===== config.mk =====
export PLATFORM = sky130hd
export DESIGN_NAME = amp_ctrl_regs
export DESIGN_NICKNAME = d
export VERILOG_FILES = /design/src/rtl/amp_regs_pkg.sv /design/src/rtl/amp_ctrl_regs.sv /design/src/rtl/clip_window_det.sv /design/src/rtl/pin_sync.sv
export SDC_FILE = /design/constraint.sdc
export NUM_CORES = 1
export LEC_CHECK = 0
export BUFFER_PORTS_ARGS = -buffer_cell sky130_fd_sc_hd__buf_2
export CAP_MARGIN = 30
export CELL_PAD_IN_SITES_DETAIL_PLACEMENT = 1
export CELL_PAD_IN_SITES_GLOBAL_PLACEMENT = 2
export CORE_UTILIZATION = 25
export DETAILED_ROUTE_END_ITERATION = 10
export GPL_TIMING_DRIVEN = 0
export PLACE_DENSITY_LB_ADDON = 0.12
export SLEW_MARGIN = 5
export SYNTH_ARGS = -nofsm -noshare
export SYNTH_HDL_FRONTEND = slang
export SYNTH_SLANG_ARGS = --single-unit

===== constraint.sdc =====
create_clock -name ref_clk -period 3.8 [get_ports ref_clk]
set_clock_uncertainty 0.2 [all_clocks]
set_input_delay 0 -clock ref_clk [delete_from_list [all_inputs] [get_ports ref_clk]]
set_output_delay 0 -clock ref_clk [all_outputs]
set_load 0.02 [all_outputs]

===== src/rtl/amp_regs_pkg.sv =====
// Contract
// - Diagnostic runs only while control A bit 3 is set; bit 7 picks gain 1 or 4.
// - Control B bit 7 turns diagnostic loopback on; clear turns it off.
// - Timing bit picks 32 or 64 cycles; current code 00 is 10 mA, 01 is 19 mA.
// - Impedance result is an 8-bit unsigned read-only value, 0.2496 ohm per step.
// - Phase result is 16 bits: upper byte at 0x1B, lower byte at 0x1C.
// - STI result is 16 bits: upper byte at 0x1D, lower byte at 0x1E.
// - Writing 1 to misc control C bit 7 clears recorded faults.
// - Misc control C bit 6 set means 16-bit TDM slots, clear means 24 or 32.
// - Misc control C bit 5 set hides current-limit events from the warning pin.
// - Misc control C bit 3 clear latches overheat shutdown; set recovers automatically.
// - Clip control bit 2 routes clip to warning pin when 0, fault pin when 1.
// - Clip control bit 1 clear latches clip on the pin; set makes it non-latching.
// - Clip control bit 0 enables clip detection and resets to 1.
// - Clip is reported after window-count consecutive full-duty cycles; window resets to 20.
// - In non-latching mode the clip window value is ignored.
// - Clip status bit 0 reads 1 while clip is detected, else 0.
// - Current-limit status bit 0 reads 1 while a current-limit warning exists.
// - Clip mask input suppresses clip reporting on the selected pin.
package amp_regs_pkg;
	localparam logic [7:0] ADDR_DIAG_CTRL_A = 8'h15;
	localparam logic [7:0] ADDR_DIAG_CTRL_B = 8'h16;
	localparam logic [7:0] ADDR_IMPEDANCE = 8'h17;
	localparam logic [7:0] ADDR_PHASE_UPPER = 8'h1b;
	localparam logic [7:0] ADDR_PHASE_LOWER = 8'h1c;
	localparam logic [7:0] ADDR_STI_UPPER = 8'h1d;
	localparam logic [7:0] ADDR_STI_LOWER = 8'h1e;
	localparam logic [7:0] ADDR_MISC_CTRL_C = 8'h21;
	localparam logic [7:0] ADDR_CLIP_CTRL = 8'h22;
	localparam logic [7:0] ADDR_CLIP_WINDOW = 8'h23;
	localparam logic [7:0] ADDR_CLIP_STATUS = 8'h24;
	localparam logic [7:0] ADDR_ILIM_STATUS = 8'h25;

	localparam logic [7:0] RST_DIAG_CTRL_A = 8'h00;
	localparam logic [7:0] RST_DIAG_CTRL_B = 8'h00;
	localparam logic [7:0] RST_MISC_CTRL_C = 8'h00;
	localparam logic [7:0] RST_CLIP_CTRL = 8'h01;
	localparam logic [7:0] RST_CLIP_WINDOW = 8'h14;

	localparam int GAIN_BIT = 7;
	localparam int RUN_EN_BIT = 3;
	localparam int SELF_LOOP_BIT = 7;
	localparam int PERIOD_BIT = 4;
	localparam int DRIVE_MSB = 3;
	localparam int DRIVE_LSB = 2;
	localparam int CLEAR_FAULT_BIT = 7;
	localparam int TDM16_BIT = 6;
	localparam int ILIM_HIDE_BIT = 5;
	localparam int AUTO_RESTART_BIT = 3;
	localparam int CLIP_PIN_BIT = 2;
	localparam int CLIP_NOLATCH_BIT = 1;
	localparam int CLIP_EN_BIT = 0;

	localparam logic [1:0] DRIVE_10MA = 2'h0;
	localparam logic [1:0] DRIVE_19MA = 2'h1;
	localparam logic [6:0] DIAG_CYCLES_SHORT = 7'h20;
	localparam logic [6:0] DIAG_CYCLES_LONG = 7'h40;

	typedef struct packed {
		logic [7:0] ohms;
		logic [15:0] phase;
		logic [15:0] sti;
	} diag_result_s;

	typedef struct packed {
		logic current_limit_event;
		logic overheat_event;
		logic other_warn;
		logic other_fault;
	} alarm_in_s;

	typedef enum logic [3:0] {
		I_IDLE = 4'h0,
		I_ADDR = 4'h1,
		I_ADDR_ACK = 4'h2,
		I_PTR = 4'h3,
		I_PTR_ACK = 4'h4,
		I_WR = 4'h5,
		I_WR_ACK = 4'h6,
		I_RD = 4'h7,
		I_RD_ACK = 4'h8
	} i2c_state_e;

	typedef enum logic {
		D_IDLE = 1'b0,
		D_RUN = 1'b1
	} diag_state_e;
endpackage : amp_regs_pkg


===== src/rtl/amp_ctrl_regs.sv =====
`timescale 1ns/1ps
`default_nettype none
module amp_ctrl_regs
	import amp_regs_pkg::*;
#(
	parameter logic [6:0] TARGET_ADDR = 7'h2a
) (
	input wire logic ref_clk,
	input wire logic rst,
	input wire logic scl_pin,
	input wire logic sda_pin,
	output logic sda_out,
	output logic sda_oe_n,
	input wire logic pwm_cycle_tick,
	input wire logic pwm_full_duty,
	input wire logic clip_mask,
	input wire alarm_in_s alarms,
	input wire diag_result_s meas,
	output logic diag_active,
	output logic diag_gain_select,
	output logic diag_self_loop,
	output logic diag_period_select,
	output logic [1:0] diag_drive_level,
	output logic tdm_slot_16,
	output logic fault_clear,
	output logic overheat_shutdown,
	output logic warn_pin_n,
	output logic fault_pin_n
);
	// ----------------------------------------
	// Pin synchronisers and edge detection
	// ----------------------------------------
	logic [1:0] pins_s;
	logic scl_s;
	logic sda_s;
	logic scl_d_ff;
	logic sda_d_ff;

	pin_sync u_sync (
		.ref_clk(ref_clk),
		.rst(rst),
		.pin_in({scl_pin, sda_pin}),
		.pin_out(pins_s)
	);

	assign scl_s = pins_s[1];
	assign sda_s = pins_s[0];

	always_ff @(posedge ref_clk) begin
		if (rst) begin
			scl_d_ff <= 1'b1;
			sda_d_ff <= 1'b1;
		end else begin
			scl_d_ff <= scl_s;
			sda_d_ff <= sda_s;
		end
	end

	logic bus_start;
	logic bus_stop;
	logic scl_rise;
	logic scl_fall;

	assign bus_start = scl_s && scl_d_ff && sda_d_ff && !sda_s;
	assign bus_stop = scl_s && scl_d_ff && !sda_d_ff && sda_s;
	assign scl_rise = scl_s && !scl_d_ff;
	assign scl_fall = !scl_s && scl_d_ff;

	// ----------------------------------------
	// Serial target state
	// ----------------------------------------
	i2c_state_e state_ff;
	i2c_state_e nxt_state;
	logic [2:0] bits_ff;
	logic [2:0] nxt_bits;
	logic [7:0] shift_ff;
	logic [7:0] nxt_shift;
	logic [7:0] ptr_ff;
	logic [7:0] nxt_ptr;
	logic rdy_ff;
	logic nxt_rdy;
	logic oe_n_ff;
	logic nxt_oe_n;
	logic [7:0] rd_data;
	logic rx_state;
	logic wr_go;

	assign rx_state = (state_ff == I_ADDR) || (state_ff == I_PTR) || (state_ff == I_WR);
	assign wr_go = (state_ff == I_WR) && scl_fall && rdy_ff;

	always_comb begin
		nxt_state = state_ff;
		nxt_bits = bits_ff;
		nxt_shift = shift_ff;
		nxt_ptr = ptr_ff;
		nxt_rdy = rdy_ff;
		nxt_oe_n = oe_n_ff;
		if (bus_stop) begin
			nxt_state = I_IDLE;
			nxt_oe_n = 1'b1;
		end else if (bus_start) begin
			nxt_state = I_ADDR;
			nxt_bits = 3'h0;
			nxt_rdy = 1'b0;
			nxt_oe_n = 1'b1;
		end else if (rx_state && scl_rise) begin
			nxt_shift = {shift_ff[6:0], sda_s};
			nxt_bits = bits_ff + 3'h1;
			nxt_rdy = (bits_ff == 3'h7);
		end else begin
			case (state_ff)
				I_ADDR: begin
					if (scl_fall && rdy_ff) begin
						nxt_rdy = 1'b0;
						if (shift_ff[7:1] == TARGET_ADDR) begin
							nxt_state = I_ADDR_ACK;
							nxt_oe_n = 1'b0;
						end else begin
							nxt_state = I_IDLE;
						end
					end
				end
				I_ADDR_ACK: begin
					if (scl_fall) begin
						nxt_bits = 3'h0;
						if (shift_ff[0]) begin
							nxt_state = I_RD;
							nxt_shift = rd_data;
							nxt_oe_n = rd_data[7];
						end else begin
							nxt_state = I_PTR;
							nxt_oe_n = 1'b1;
						end
					end
				end
				I_PTR: begin
					if (scl_fall && rdy_ff) begin
						nxt_rdy = 1'b0;
						nxt_ptr = shift_ff;
						nxt_state = I_PTR_ACK;
						nxt_oe_n = 1'b0;
					end
				end
				I_PTR_ACK, I_WR_ACK: begin
					if (scl_fall) begin
						nxt_state = I_WR;
						nxt_oe_n = 1'b1;
						nxt_bits = 3'h0;
					end
				end
				I_WR: begin
					if (wr_go) begin
						nxt_rdy = 1'b0;
						nxt_ptr = ptr_ff + 8'h01;
						nxt_state = I_WR_ACK;
						nxt_oe_n = 1'b0;
					end
				end
				I_RD: begin
					if (scl_rise) begin
						nxt_bits = bits_ff + 3'h1;
						nxt_rdy = (bits_ff == 3'h7);
					end else if (scl_fall && rdy_ff) begin
						nxt_rdy = 1'b0;
						nxt_state = I_RD_ACK;
						nxt_oe_n = 1'b1;
					end else if (scl_fall) begin
						nxt_shift = {shift_ff[6:0], 1'b0};
						nxt_oe_n = shift_ff[6];
					end
				end
				I_RD_ACK: begin
					if (scl_rise) begin
						if (sda_s) begin
							nxt_state = I_IDLE;
						end else begin
							nxt_ptr = ptr_ff + 8'h01;
							nxt_rdy = 1'b1;
						end
					end else if (scl_fall && rdy_ff) begin
						nxt_rdy = 1'b0;
						nxt_state = I_RD;
						nxt_bits = 3'h0;
						nxt_shift = rd_data;
						nxt_oe_n = rd_data[7];
					end
				end
				default: begin
					nxt_state = I_IDLE;
				end
			endcase
		end
	end

	always_ff @(posedge ref_clk) begin
		if (rst) begin
			state_ff <= I_IDLE;
			bits_ff <= 3'h0;
			shift_ff <= 8'h00;
			ptr_ff <= 8'h00;
			rdy_ff <= 1'b0;
			oe_n_ff <= 1'b1;
		end else begin
			state_ff <= nxt_state;
			bits_ff <= nxt_bits;
			shift_ff <= nxt_shift;
			ptr_ff <= nxt_ptr;
			rdy_ff <= nxt_rdy;
			oe_n_ff <= nxt_oe_n;
		end
	end

	// ----------------------------------------
	// Register file
	// ----------------------------------------
	logic [7:0] ctrl_a_ff;
	logic [7:0] ctrl_b_ff;
	logic [7:0] misc_c_ff;
	logic [7:0] clip_ctrl_ff;
	logic [7:0] clip_window_ff;
	diag_result_s result_ff;
	logic ilim_ff;
	logic clip_seen;
	logic wr_a;
	logic wr_b;
	logic wr_c;
	logic wr_clip;
	logic wr_win;

	assign wr_a = wr_go && (ptr_ff == ADDR_DIAG_CTRL_A);
	assign wr_b = wr_go && (ptr_ff == ADDR_DIAG_CTRL_B);
	assign wr_c = wr_go && (ptr_ff == ADDR_MISC_CTRL_C);
	assign wr_clip = wr_go && (ptr_ff == ADDR_CLIP_CTRL);
	assign wr_win = wr_go && (ptr_ff == ADDR_CLIP_WINDOW);

	always_ff @(posedge ref_clk) begin
		if (rst) begin
			ctrl_a_ff <= RST_DIAG_CTRL_A;
			ctrl_b_ff <= RST_DIAG_CTRL_B;
			clip_ctrl_ff <= RST_CLIP_CTRL;
			clip_window_ff <= RST_CLIP_WINDOW;
		end else begin
			if (wr_a) ctrl_a_ff <= shift_ff;
			if (wr_b) ctrl_b_ff <= shift_ff;
			if (wr_clip) clip_ctrl_ff <= shift_ff;
			if (wr_win) clip_window_ff <= shift_ff;
		end
	end

	// Clear-fault bit drops on its own one cycle after the write
	always_ff @(posedge ref_clk) begin
		if (rst) begin
			misc_c_ff <= RST_MISC_CTRL_C;
		end else if (wr_c) begin
			misc_c_ff <= shift_ff;
		end else begin
			misc_c_ff[CLEAR_FAULT_BIT] <= 1'b0;
		end
	end

	// Read selection; unmapped offsets read zero
	assign rd_data =
		(ptr_ff == ADDR_DIAG_CTRL_A) ? ctrl_a_ff :
		(ptr_ff == ADDR_DIAG_CTRL_B) ? ctrl_b_ff :
		(ptr_ff == ADDR_IMPEDANCE) ? result_ff.ohms :
		(ptr_ff == ADDR_PHASE_UPPER) ? result_ff.phase[15:8] :
		(ptr_ff == ADDR_PHASE_LOWER) ? result_ff.phase[7:0] :
		(ptr_ff == ADDR_STI_UPPER) ? result_ff.sti[15:8] :
		(ptr_ff == ADDR_STI_LOWER) ? result_ff.sti[7:0] :
		(ptr_ff == ADDR_MISC_CTRL_C) ? misc_c_ff :
		(ptr_ff == ADDR_CLIP_CTRL) ? clip_ctrl_ff :
		(ptr_ff == ADDR_CLIP_WINDOW) ? clip_window_ff :
		(ptr_ff == ADDR_CLIP_STATUS) ? {7'h00, clip_seen} :
		(ptr_ff == ADDR_ILIM_STATUS) ? {7'h00, ilim_ff} :
		8'h00;

	// ----------------------------------------
	// Load diagnostic sequencer
	// ----------------------------------------
	diag_state_e diag_ff;
	diag_state_e nxt_diag;
	logic [6:0] dcnt_ff;
	logic [6:0] dcnt_inc;
	logic [6:0] period;
	logic drive_ok;
	logic run_en;
	logic start_go;
	logic diag_done;

	assign run_en = ctrl_a_ff[RUN_EN_BIT];
	assign drive_ok = (ctrl_b_ff[DRIVE_MSB:DRIVE_LSB] == DRIVE_10MA) ||
		(ctrl_b_ff[DRIVE_MSB:DRIVE_LSB] == DRIVE_19MA);
	assign period = ctrl_b_ff[PERIOD_BIT] ? DIAG_CYCLES_LONG : DIAG_CYCLES_SHORT;
	assign start_go = wr_a && shift_ff[RUN_EN_BIT] && drive_ok;
	assign dcnt_inc = dcnt_ff + 7'h01;
	assign diag_done = (diag_ff == D_RUN) && run_en && pwm_cycle_tick && (dcnt_inc == period);

	always_comb begin
		nxt_diag = diag_ff;
		case (diag_ff)
			D_IDLE: begin
				if (start_go) nxt_diag = D_RUN;
			end
			D_RUN: begin
				if (!run_en || diag_done) nxt_diag = D_IDLE;
			end
			default: begin
				nxt_diag = D_IDLE;
			end
		endcase
	end

	always_ff @(posedge ref_clk) begin
		if (rst) begin
			diag_ff <= D_IDLE;
			dcnt_ff <= 7'h00;
			result_ff <= '0;
		end else begin
			diag_ff <= nxt_diag;
			if (diag_ff != D_RUN) dcnt_ff <= 7'h00;
			else if (pwm_cycle_tick) dcnt_ff <= dcnt_inc;
			if (diag_done) result_ff <= meas;
		end
	end

	// ----------------------------------------
	// Clip detection and alarm pins
	// ----------------------------------------
	logic clear_req;
	logic clip_show;
	logic nxt_warn;
	logic nxt_fault;
	logic nxt_ohs;
	logic ohs_ff;
	logic fclr_ff;
	logic warn_n_ff;
	logic fault_n_ff;
	logic active_ff;

	assign clear_req = misc_c_ff[CLEAR_FAULT_BIT];

	clip_window_det u_clip (
		.ref_clk(ref_clk),
		.rst(rst),
		.pwm_cycle_tick(pwm_cycle_tick),
		.pwm_full_duty(pwm_full_duty),
		.clip_monitor_on(clip_ctrl_ff[CLIP_EN_BIT]),
		.non_latching(clip_ctrl_ff[CLIP_NOLATCH_BIT]),
		.window(clip_window_ff),
		.clear(clear_req),
		.clip_seen_flag(clip_seen)
	);

	assign clip_show = clip_seen && !clip_mask;
	assign nxt_warn = alarms.other_warn ||
		(alarms.current_limit_event && !misc_c_ff[ILIM_HIDE_BIT]) ||
		(clip_show && !clip_ctrl_ff[CLIP_PIN_BIT]);
	assign nxt_fault = alarms.other_fault || ohs_ff ||
		(clip_show && clip_ctrl_ff[CLIP_PIN_BIT]);
	// Latched shutdown holds until cleared; a new event wins over the clear
	assign nxt_ohs = alarms.overheat_event ||
		(!misc_c_ff[AUTO_RESTART_BIT] && ohs_ff && !clear_req);

	always_ff @(posedge ref_clk) begin
		if (rst) begin
			ohs_ff <= 1'b0;
			ilim_ff <= 1'b0;
			fclr_ff <= 1'b0;
			warn_n_ff <= 1'b1;
			fault_n_ff <= 1'b1;
			active_ff <= 1'b0;
		end else begin
			ohs_ff <= nxt_ohs;
			ilim_ff <= alarms.current_limit_event;
			fclr_ff <= clear_req;
			warn_n_ff <= !nxt_warn;
			fault_n_ff <= !nxt_fault;
			active_ff <= (nxt_diag == D_RUN);
		end
	end

	// ----------------------------------------
	// Outputs
	// ----------------------------------------
	assign sda_out = 1'b0;
	assign sda_oe_n = oe_n_ff;
	assign diag_active = active_ff;
	assign diag_gain_select = ctrl_a_ff[GAIN_BIT];
	assign diag_self_loop = ctrl_b_ff[SELF_LOOP_BIT];
	assign diag_period_select = ctrl_b_ff[PERIOD_BIT];
	assign diag_drive_level = ctrl_b_ff[DRIVE_MSB:DRIVE_LSB];
	assign tdm_slot_16 = misc_c_ff[TDM16_BIT];
	assign fault_clear = fclr_ff;
	assign overheat_shutdown = ohs_ff;
	assign warn_pin_n = warn_n_ff;
	assign fault_pin_n = fault_n_ff;
endmodule : amp_ctrl_regs
`default_nettype wire


===== src/rtl/clip_window_det.sv =====
`timescale 1ns/1ps
`default_nettype none
module clip_window_det (
	input wire logic ref_clk,
	input wire logic rst,
	input wire logic pwm_cycle_tick,
	input wire logic pwm_full_duty,
	input wire logic clip_monitor_on,
	input wire logic non_latching,
	input wire logic [7:0] window,
	input wire logic clear,
	output logic clip_seen_flag
);
	// ----------------------------------------
	// Consecutive full-duty counter
	// ----------------------------------------
	logic [7:0] run_ff;
	logic clip_ff;
	logic [7:0] nxt_run;
	logic hit;
	logic nxt_clip;

	assign nxt_run = !pwm_full_duty ? 8'h00 : (run_ff == 8'hff) ? run_ff : run_ff + 8'h01;
	assign hit = pwm_cycle_tick && pwm_full_duty && (nxt_run >= window);
	// Set wins over clear; non-latching follows full duty directly
	assign nxt_clip = !clip_monitor_on ? 1'b0 :
		non_latching ? pwm_full_duty :
		(hit || (clip_ff && !clear));

	always_ff @(posedge ref_clk) begin
		if (rst || !clip_monitor_on) begin
			run_ff <= 8'h00;
		end else if (pwm_cycle_tick) begin
			run_ff <= nxt_run;
		end
	end

	always_ff @(posedge ref_clk) begin
		if (rst) begin
			clip_ff <= 1'b0;
		end else begin
			clip_ff <= nxt_clip;
		end
	end

	assign clip_seen_flag = clip_ff;
endmodule : clip_window_det
`default_nettype wire


===== src/rtl/pin_sync.sv =====
`timescale 1ns/1ps
`default_nettype none
module pin_sync (
	input wire logic ref_clk,
	input wire logic rst,
	input wire logic [1:0] pin_in,
	output logic [1:0] pin_out
);
	// ----------------------------------------
	// Two-stage synchroniser per pin
	// ----------------------------------------
	logic [1:0] meta_ff;
	logic [1:0] sync_ff;

	for (genvar i = 0; i < 2; i++) begin : g_bit
		always_ff @(posedge ref_clk) begin
			if (rst) begin
				meta_ff[i] <= 1'b1;
				sync_ff[i] <= 1'b1;
			end else begin
				meta_ff[i] <= pin_in[i];
				sync_ff[i] <= meta_ff[i];
			end
		end
	end

	assign pin_out = sync_ff;
endmodule : pin_sync
`default_nettype wire

==> flow_metrics.env, run 1 <==
export IMPL_yosysTopAreaCellShare_pct=36.4
export IMPL_antenna_found_initial=1
export IMPL_grtUsageMet1_pct=25.9
export IMPL_cts_root_buf="clkbuf_16"
export IMPL_post_cts_buffers=0
export IMPL_cp_start_kind="flip-flop"
export IMPL_p_leak_nw=3.46
export IMPL_area_delta_synth_final_pct=26.4
export IMPL_drt_total_wl_um=28700
export IMPL_use_met2_pct=32.3
export IMPL_dr_pass1_iters=4
export IMPL_routabilityCongestion=0.848
export IMPL_yosys_top_cells_area="dfxtp_1, mux2i_1, nor2_1, a21oi_1, nand2_1"
export IMPL_rsz0062_at_grt="no"
export IMPL_cts_tree="built"
export IMPL_clk_latency_ns=0.44
export IMPL_synth_compound_area_share_pct=20.2
export IMPL_critical_path_class="flip-flop to flip-flop"
export IMPL_async_flop_share_pct=0
export IMPL_clock_sinks=133
export IMPL_drv_slew=0
export IMPL_multi_input_area_sq_mm=0.00428
export IMPL_die_y_um=173
export IMPL_final_cell_area_sq_mm=0.00925
export IMPL_start_util_pct=25.4
export IMPL_synth_simple_gate_area_share_pct=22.4
export IMPL_synth_common_cells="nor2_1, dfxtp_1, mux2i_1, nand2_1, a21oi_1"
export IMPL_drc=0
export IMPL_crit_path_max_fanout=10
export IMPL_worstHoldPathCells=3
export IMPL_core_rowCount=62
export IMPL_pwr_share_comb_pct=12.3
export IMPL_power_mw=3.68
export IMPL_antenna_cells=0
export IMPL_fin_setup_tns_ns=0
export IMPL_place_area_sq_mm=0.00812
export IMPL_fmaxAchievable_mhz=294
export IMPL_globalRoute_busiestLayer="met2"
export IMPL_use_met3_pct=3.03
export IMPL_final_seq_area_sq_mm=0.00266
export IMPL_seq_area_frac_synth_pct=36.4
export IMPL_synth_area_sq_mm=0.00731
export IMPL_cts_buffers=17
export IMPL_grt_pass1_vias=7254
export IMPL_postSynthAreaPerCell_sq_um=8.26
export IMPL_coreArea_sq_mm=0.0288
export IMPL_final_util_pct=32.1
export IMPL_vias=7112
export IMPL_vias_per_cell=5.03
export IMPL_dieArea_sq_mm=0.0299
export IMPL_clockPowerShare_pct=48.4
export IMPL_final_min_clock_period_ns=3.40
export IMPL_synthesis_nets=953
export IMPL_netlist_instances=885
export IMPL_fin_crit_sh_pct=89.4
export IMPL_synth_warnings=0
export IMPL_required_ns=3.95
export IMPL_power_density_mw_per_mm2=398
export IMPL_grt_pass1_wl_um=44400
export IMPL_synth_edf_count=0
export IMPL_synthMuxAreaShare_pct=11.6
export IMPL_nets=1086
export IMPL_ioPinCount=64
export IMPL_post_cts_resize_count=0
export IMPL_clockBufferDepth=2
export IMPL_peakVddDrop_uv=239
export IMPL_hpwl_um=21600
export IMPL_ys_flop_type="dfxtp_1"
export IMPL_drt_iter0_markers=376
export IMPL_ys_ff_latch=133
export IMPL_synth_xor_area_share_pct=1.44
export IMPL_htree_levels=4
export IMPL_grt_max_degree=17
export IMPL_synth_most_common_cell="nor2_1"
export IMPL_wl_per_cell_um=20.3
export IMPL_cp_arrival_ns=3.54
export IMPL_status="complete, no violations"
export IMPL_timing_hold_violations_final=0
export IMPL_p_seq_share_pct=39.3
export IMPL_synth_largest_area_cell="dfxtp_1"
export IMPL_die_w_um=173
export IMPL_tightest_slew_ns=0.871
export IMPL_hp_class="primary input to flip-flop"
export IMPL_r2r_cells=9
export IMPL_slew_headroom_pct=41.9
export IMPL_max_cap_violations=0
export IMPL_num_fill_cells=3477
export IMPL_detail_route_antenna_nets=0
export IMPL_grt_usage_pct=19.5
export IMPL_p_switching_mw=1.04
export IMPL_io_buffers=60
export IMPL_cts_clk_slew_worst_paths_ns=0.07
export IMPL_p_sw_share_pct=28.3
export IMPL_drive_gt1_share_pct=12.9
export IMPL_intPower_mw=2.64
export IMPL_synth_top_family_by_area="simple AND/OR/NAND/NOR gates"
export IMPL_synth_fa_ha_area_share_pct=2.91
export IMPL_crit_path_end_kind="flip-flop"
export IMPL_setup_viol=0
export IMPL_yosysUniqueCellTypes=82
export IMPL_grt_ovfl_total=0
==> path summary, 6_finish.rpt <==
check / slack [ns] / to / from
worst min-delay path: 0.09 / u_sync.meta_ff[1]$_SDFF_PP1_ / scl_pin
worst max-delay path: 0.40 / shift_ff[3]$_SDFFE_PP0P_ / ptr_ff[0]$_SDFFE_PP0P_
worst max register to register: 0.40 / shift_ff[3]$_SDFFE_PP0P_ / ptr_ff[0]$_SDFFE_PP0P_
worst min register to register: 0.21 / u_sync.pin_out[1]$_SDFF_PP1_ / u_sync.meta_ff[1]$_SDFF_PP1_
==> layout make-up <==
| cell class | count | area share, % |
|---|---|---|
| inverter | 28 | 1.14 |
| clock inverter | 15 | 2.10 |
| buffer | 60 | 2.85 |
| sequential | 133 | 28.8 |
| tap | 384 | 5.19 |
| timing repair buffer | 114 | 9.02 |
| clock buffer | 17 | 4.60 |
| multi-input combinational | 664 | 46.3 |
==> placed cells by master, fill, tap and decap left out, drive strengths merged, types with 5 or more instances in the layout <==
cell and instances:
inv 34, a32oi 5, xor2 6, nand3b 6, nor3b 5, a21oi 52
nor3 15, nand4 7, and3 10, o2bb2ai 5, xnor2 6, nor4 7
clkbuf 61, ha 17, mux2i 85, nor2b 9, a311oi 8, o21ai 49
nor2 141, a211oi 10, or2 6, nand2b 9, o221ai 6, nand2 68
o21a 5, dfxtp 133, o31ai 5, dlygate4sd3 51, a22o 7, nand3 23
buf 79, a31oi 10, a22oi 6
==> power by group through the flow <==
stage | clock network (mW) | registers, mW | logic [mW]
final | 1.78 | 1.45 | 0.454
after global routing | 1.88 | 1.45 | 0.501
after CTS | 1.82 | 1.45 | 0.457
after detailed placement | 0 | 1.48 | 0.414
after global placement | 0 | 1.48 | 0.417
after floorplan | 0 | 1.47 | 0.249
==> flip-flops by register name, summed over array words and instances, names as in the netlist, 2 cells and up <==
signal,flops
result_ff,40
clip_ctrl_ff,8
clip_window_ff,8
ctrl_a_ff,8
ctrl_b_ff,8
misc_c_ff,8
ptr_ff,8
shift_ff,8
u_clip.run_ff,8
dcnt_ff,7
state_ff,4
bits_ff,3
u_sync.meta_ff,2
u_sync.pin_out,2
==> stage by stage <==
stage | cells | hold WS (ns) | setup slack [ns]
floorplan | 885 | -0.100 | 1.12
global placement | 1329 | -0.0179 | 0.323
detailed placement | 1332 | -0.0121 | 0.389
CTS | 1415 | 0.0703 | 0.361
global route | 1415 | 0.120 | 0.165
finish | 1415 | 0.0863 | 0.404
==> cell families after synthesis <==
| family | after synthesis |
|---|---|
| and+or+nand+nor | 334 |
| AOI/OAI and AO/OA | 215 |
| DFF | 133 |
| buffers and inverters | 88 |
| muxes | 85 |
| adders and majority gates | 17 |
| xor gates and xnor gates | 12 |
| other | 1 |
==> timing repair <==
| action | in CTS | in global routing |
|---|---|---|
| endpoints found under the setup margin | 0 | 0 |
| hold endpoints to repair | 59 | 0 |
| hold buffers | 51 | 0 |
==> layer usage <==
metal,routed length [um],up-vias,share of wire (%)
li1,-,3459,-
met1,13800,3470,48
met2,13400,145,47
met3,850,36,3.0
met4,606,2,2.1
met5,13,-,0.045
==> worst max-delay path, cell delays in order, from the launching register on <==
cell and delay, ns:
dfxtp_1 0.38, inv_1 0.12, ha_1 0.15, clkbuf_1 0.35
clkbuf_1 0.51, buf_1 0.56, a22oi_1 0.23, nor3_1 0.32
o31ai_1 0.21, a311oi_1 0.27
No activity file was read; power rests on OpenSTA's default activity.
==> run 2, diff against run 1 <==
--- a/config.mk
+++ b/config.mk
@@ -5,7 +5,7 @@
 export SDC_FILE = /design/constraint.sdc
 export NUM_CORES = 1
 export LEC_CHECK = 0
-export BUFFER_PORTS_ARGS = -buffer_cell sky130_fd_sc_hd__buf_2
+export BUFFER_PORTS_ARGS = -buffer_cell sky130_fd_sc_hd__clkbuf_2
 export CAP_MARGIN = 30
 export CELL_PAD_IN_SITES_DETAIL_PLACEMENT = 1
 export CELL_PAD_IN_SITES_GLOBAL_PLACEMENT = 2
==> run 2 against run 1 <==
  * Design area decreased by 0.26%
  * Worst setup slack got worse by 0.085 ns
  * Global-route usage decreased by 0.14 points
  * Via count decreased by 0.80%
  * Routed wire length decreased by 0.46%
  * Final cell count unchanged
==> flow_metrics.env, run 2 (synthesized netlist as in run 1, its figures left out) <==
export IMPL_worstHoldPathCells=3
export IMPL_top_register="result_ff"
export IMPL_detail_route_antenna_nets=0
export IMPL_drt_iter0_markers=360
export IMPL_area_delta_synth_final_pct=26.1
export IMPL_cts_hold_buf=52
export IMPL_grt_pass1_vias=7162
export IMPL_clk_latency_ns=0.43
export IMPL_power_density_mw_per_mm2=394
export IMPL_coreArea_sq_mm=0.0288
export IMPL_clock_sinks=133
export IMPL_vias_per_cell=4.99
export IMPL_dr_pass1_iters=5
export IMPL_worstReg2RegStart="ptr_ff[0]$_SDFFE_PP0P_"
export IMPL_p_leak_nw=3.45
export IMPL_final_cell_area_sq_mm=0.00923
export IMPL_start_util_pct=25.4
export IMPL_setup_viol=0
export IMPL_drt_total_wl_um=28500
export IMPL_nets=1086
export IMPL_layout_common_cells="nor2_1, dfxtp_1, mux2i_1, nand2_1, clkbuf_2"
export IMPL_dieArea_sq_mm=0.0299
export IMPL_core_rowCount=62
export IMPL_htree_levels=4
export IMPL_crit_path_max_fanout=10
export IMPL_hpwl_um=21500
export IMPL_ioPinCount=64
export IMPL_power_mw=3.63
export IMPL_final_min_clock_period_ns=3.48
export IMPL_fin_crit_sh_pct=91.6
export IMPL_routabilityCongestion=0.846
export IMPL_crit_path_end_kind="flip-flop"
export IMPL_reg2reg_to="shift_ff[3]$_SDFFE_PP0P_"
export IMPL_clockBufferDepth=2
export IMPL_rsz0062_at_grt="no"
export IMPL_status="complete, no violations"
export IMPL_cp_arrival_ns=3.61
export IMPL_drive_gt1_share_pct=12.7
export IMPL_cts_buffers=17
export IMPL_post_cts_resize_count=0
export IMPL_place_area_sq_mm=0.00811
export IMPL_cts_root_buf="clkbuf_16"
export IMPL_r2r_cells=9
export IMPL_grt_ovfl_total=0
export IMPL_timing_hold_violations_final=0
export IMPL_grt_pass1_wl_um=44200
export IMPL_critical_path_class="flip-flop to flip-flop"
export IMPL_tightest_slew_ns=1.01
export IMPL_peakVddDrop_uv=311
export IMPL_wl_per_cell_um=20.2
export IMPL_drc=0
export IMPL_cts_tree="built"
export IMPL_post_cts_buffers=0
export IMPL_hold_start="scl_pin"
export IMPL_die_y_um=173
export IMPL_cp_start_kind="flip-flop"
export IMPL_antenna_found_initial=0
export IMPL_drv_slew=0
export IMPL_hp_class="primary input to flip-flop"
export IMPL_min_to="u_sync.meta_ff[1]$_SDFF_PP1_"
export IMPL_fin_setup_tns_ns=0
export IMPL_io_buffers=60
export IMPL_final_common_cell="nor2_1"
export IMPL_largest_reg_flops=40
export IMPL_grt_max_degree=17
export IMPL_antenna_cells=0
export IMPL_reg2reg_slack_ns=0.32
export IMPL_required_ns=3.93
export IMPL_max_cap_violations=0
export IMPL_grt_usage_pct=19.4
export IMPL_fmaxAchievable_mhz=287
export IMPL_vias=7055
export IMPL_cts_clk_slew_worst_paths_ns=0.07
export IMPL_slew_headroom_pct=32.6
export IMPL_die_w_um=173
[run 2: per-layer routing]
layer  track usage [%]  vias up  share of wire [%]
met5                 0        -                  0
met4              6.05        0                2.2
met3              3.01       34                2.6
met2              31.9      126                 46
met1              25.9     3437                 49
li1                  -     3458                  -
[run 2: layout make-up]
class,instances,area (sq um)
Fill cell,3423,19600
Multi-Input combinational cell,664,4280
Sequential cell,133,2660
Timing Repair Buffer,114,833
Tap cell,384,480
Clock buffer,18,429
Buffer,60,264
Clock inverter,14,168
Inverter,28,105
[run 2: worst max-delay path, stage by stage, from the launching register on]
cell and delay (ns):
dfxtp_1 0.38, inv_1 0.13, ha_1 0.15, clkbuf_1 0.34, clkbuf_1 0.54, buf_1 0.56, a22oi_1 0.23, nor3_1 0.32
o31ai_1 0.21, a311oi_1 0.29
[run 2: how the worst max path moves through the flow]
stage	start	endpoint	slack, ns	cells after the start
6_report	ptr_ff[0]$_SDFFE_PP0P_	shift_ff[3]$_SDFFE_PP0P_	0.32	9
4_1_cts	ptr_ff[0]$_SDFFE_PP0P_	shift_ff[3]$_SDFFE_PP0P_	0.35	9
3_3_place_gp	ptr_ff[0]$_SDFFE_PP0P_	shift_ff[3]$_SDFFE_PP0P_	0.33	9
5_1_grt	ptr_ff[0]$_SDFFE_PP0P_	shift_ff[3]$_SDFFE_PP0P_	0.12	9
3_5_place_dp	ptr_ff[0]$_SDFFE_PP0P_	shift_ff[3]$_SDFFE_PP0P_	0.37	9
2_1_floorplan	u_clip.run_ff[0]$_SDFFE_PP0P_	u_clip.clip_seen_flag$_SDFF_PP0_	1.12	11
[run 2: power breakdown]
group	switching (mW)	total (mW)	internal, mW
combinational	0.289	0.453	0.164
clock	0.741	1.73	0.989
sequential	0.0217	1.45	1.43
total	1.05	3.63	2.58
[run 2: metrics by stage]
stage / util (%) / cells / setup slack [ns] / hold WS [ns]
floorplan: - / 885 / 1.12 / -0.100
global placement: 28.1 / 1329 / 0.329 / -0.0176
detailed placement: 28.2 / 1331 / 0.369 / -0.0114
CTS: 32.1 / 1415 / 0.345 / 0.0825
global route: 32.1 / 1415 / 0.115 / 0.132
finish: 32.1 / 1415 / 0.319 / 0.0989
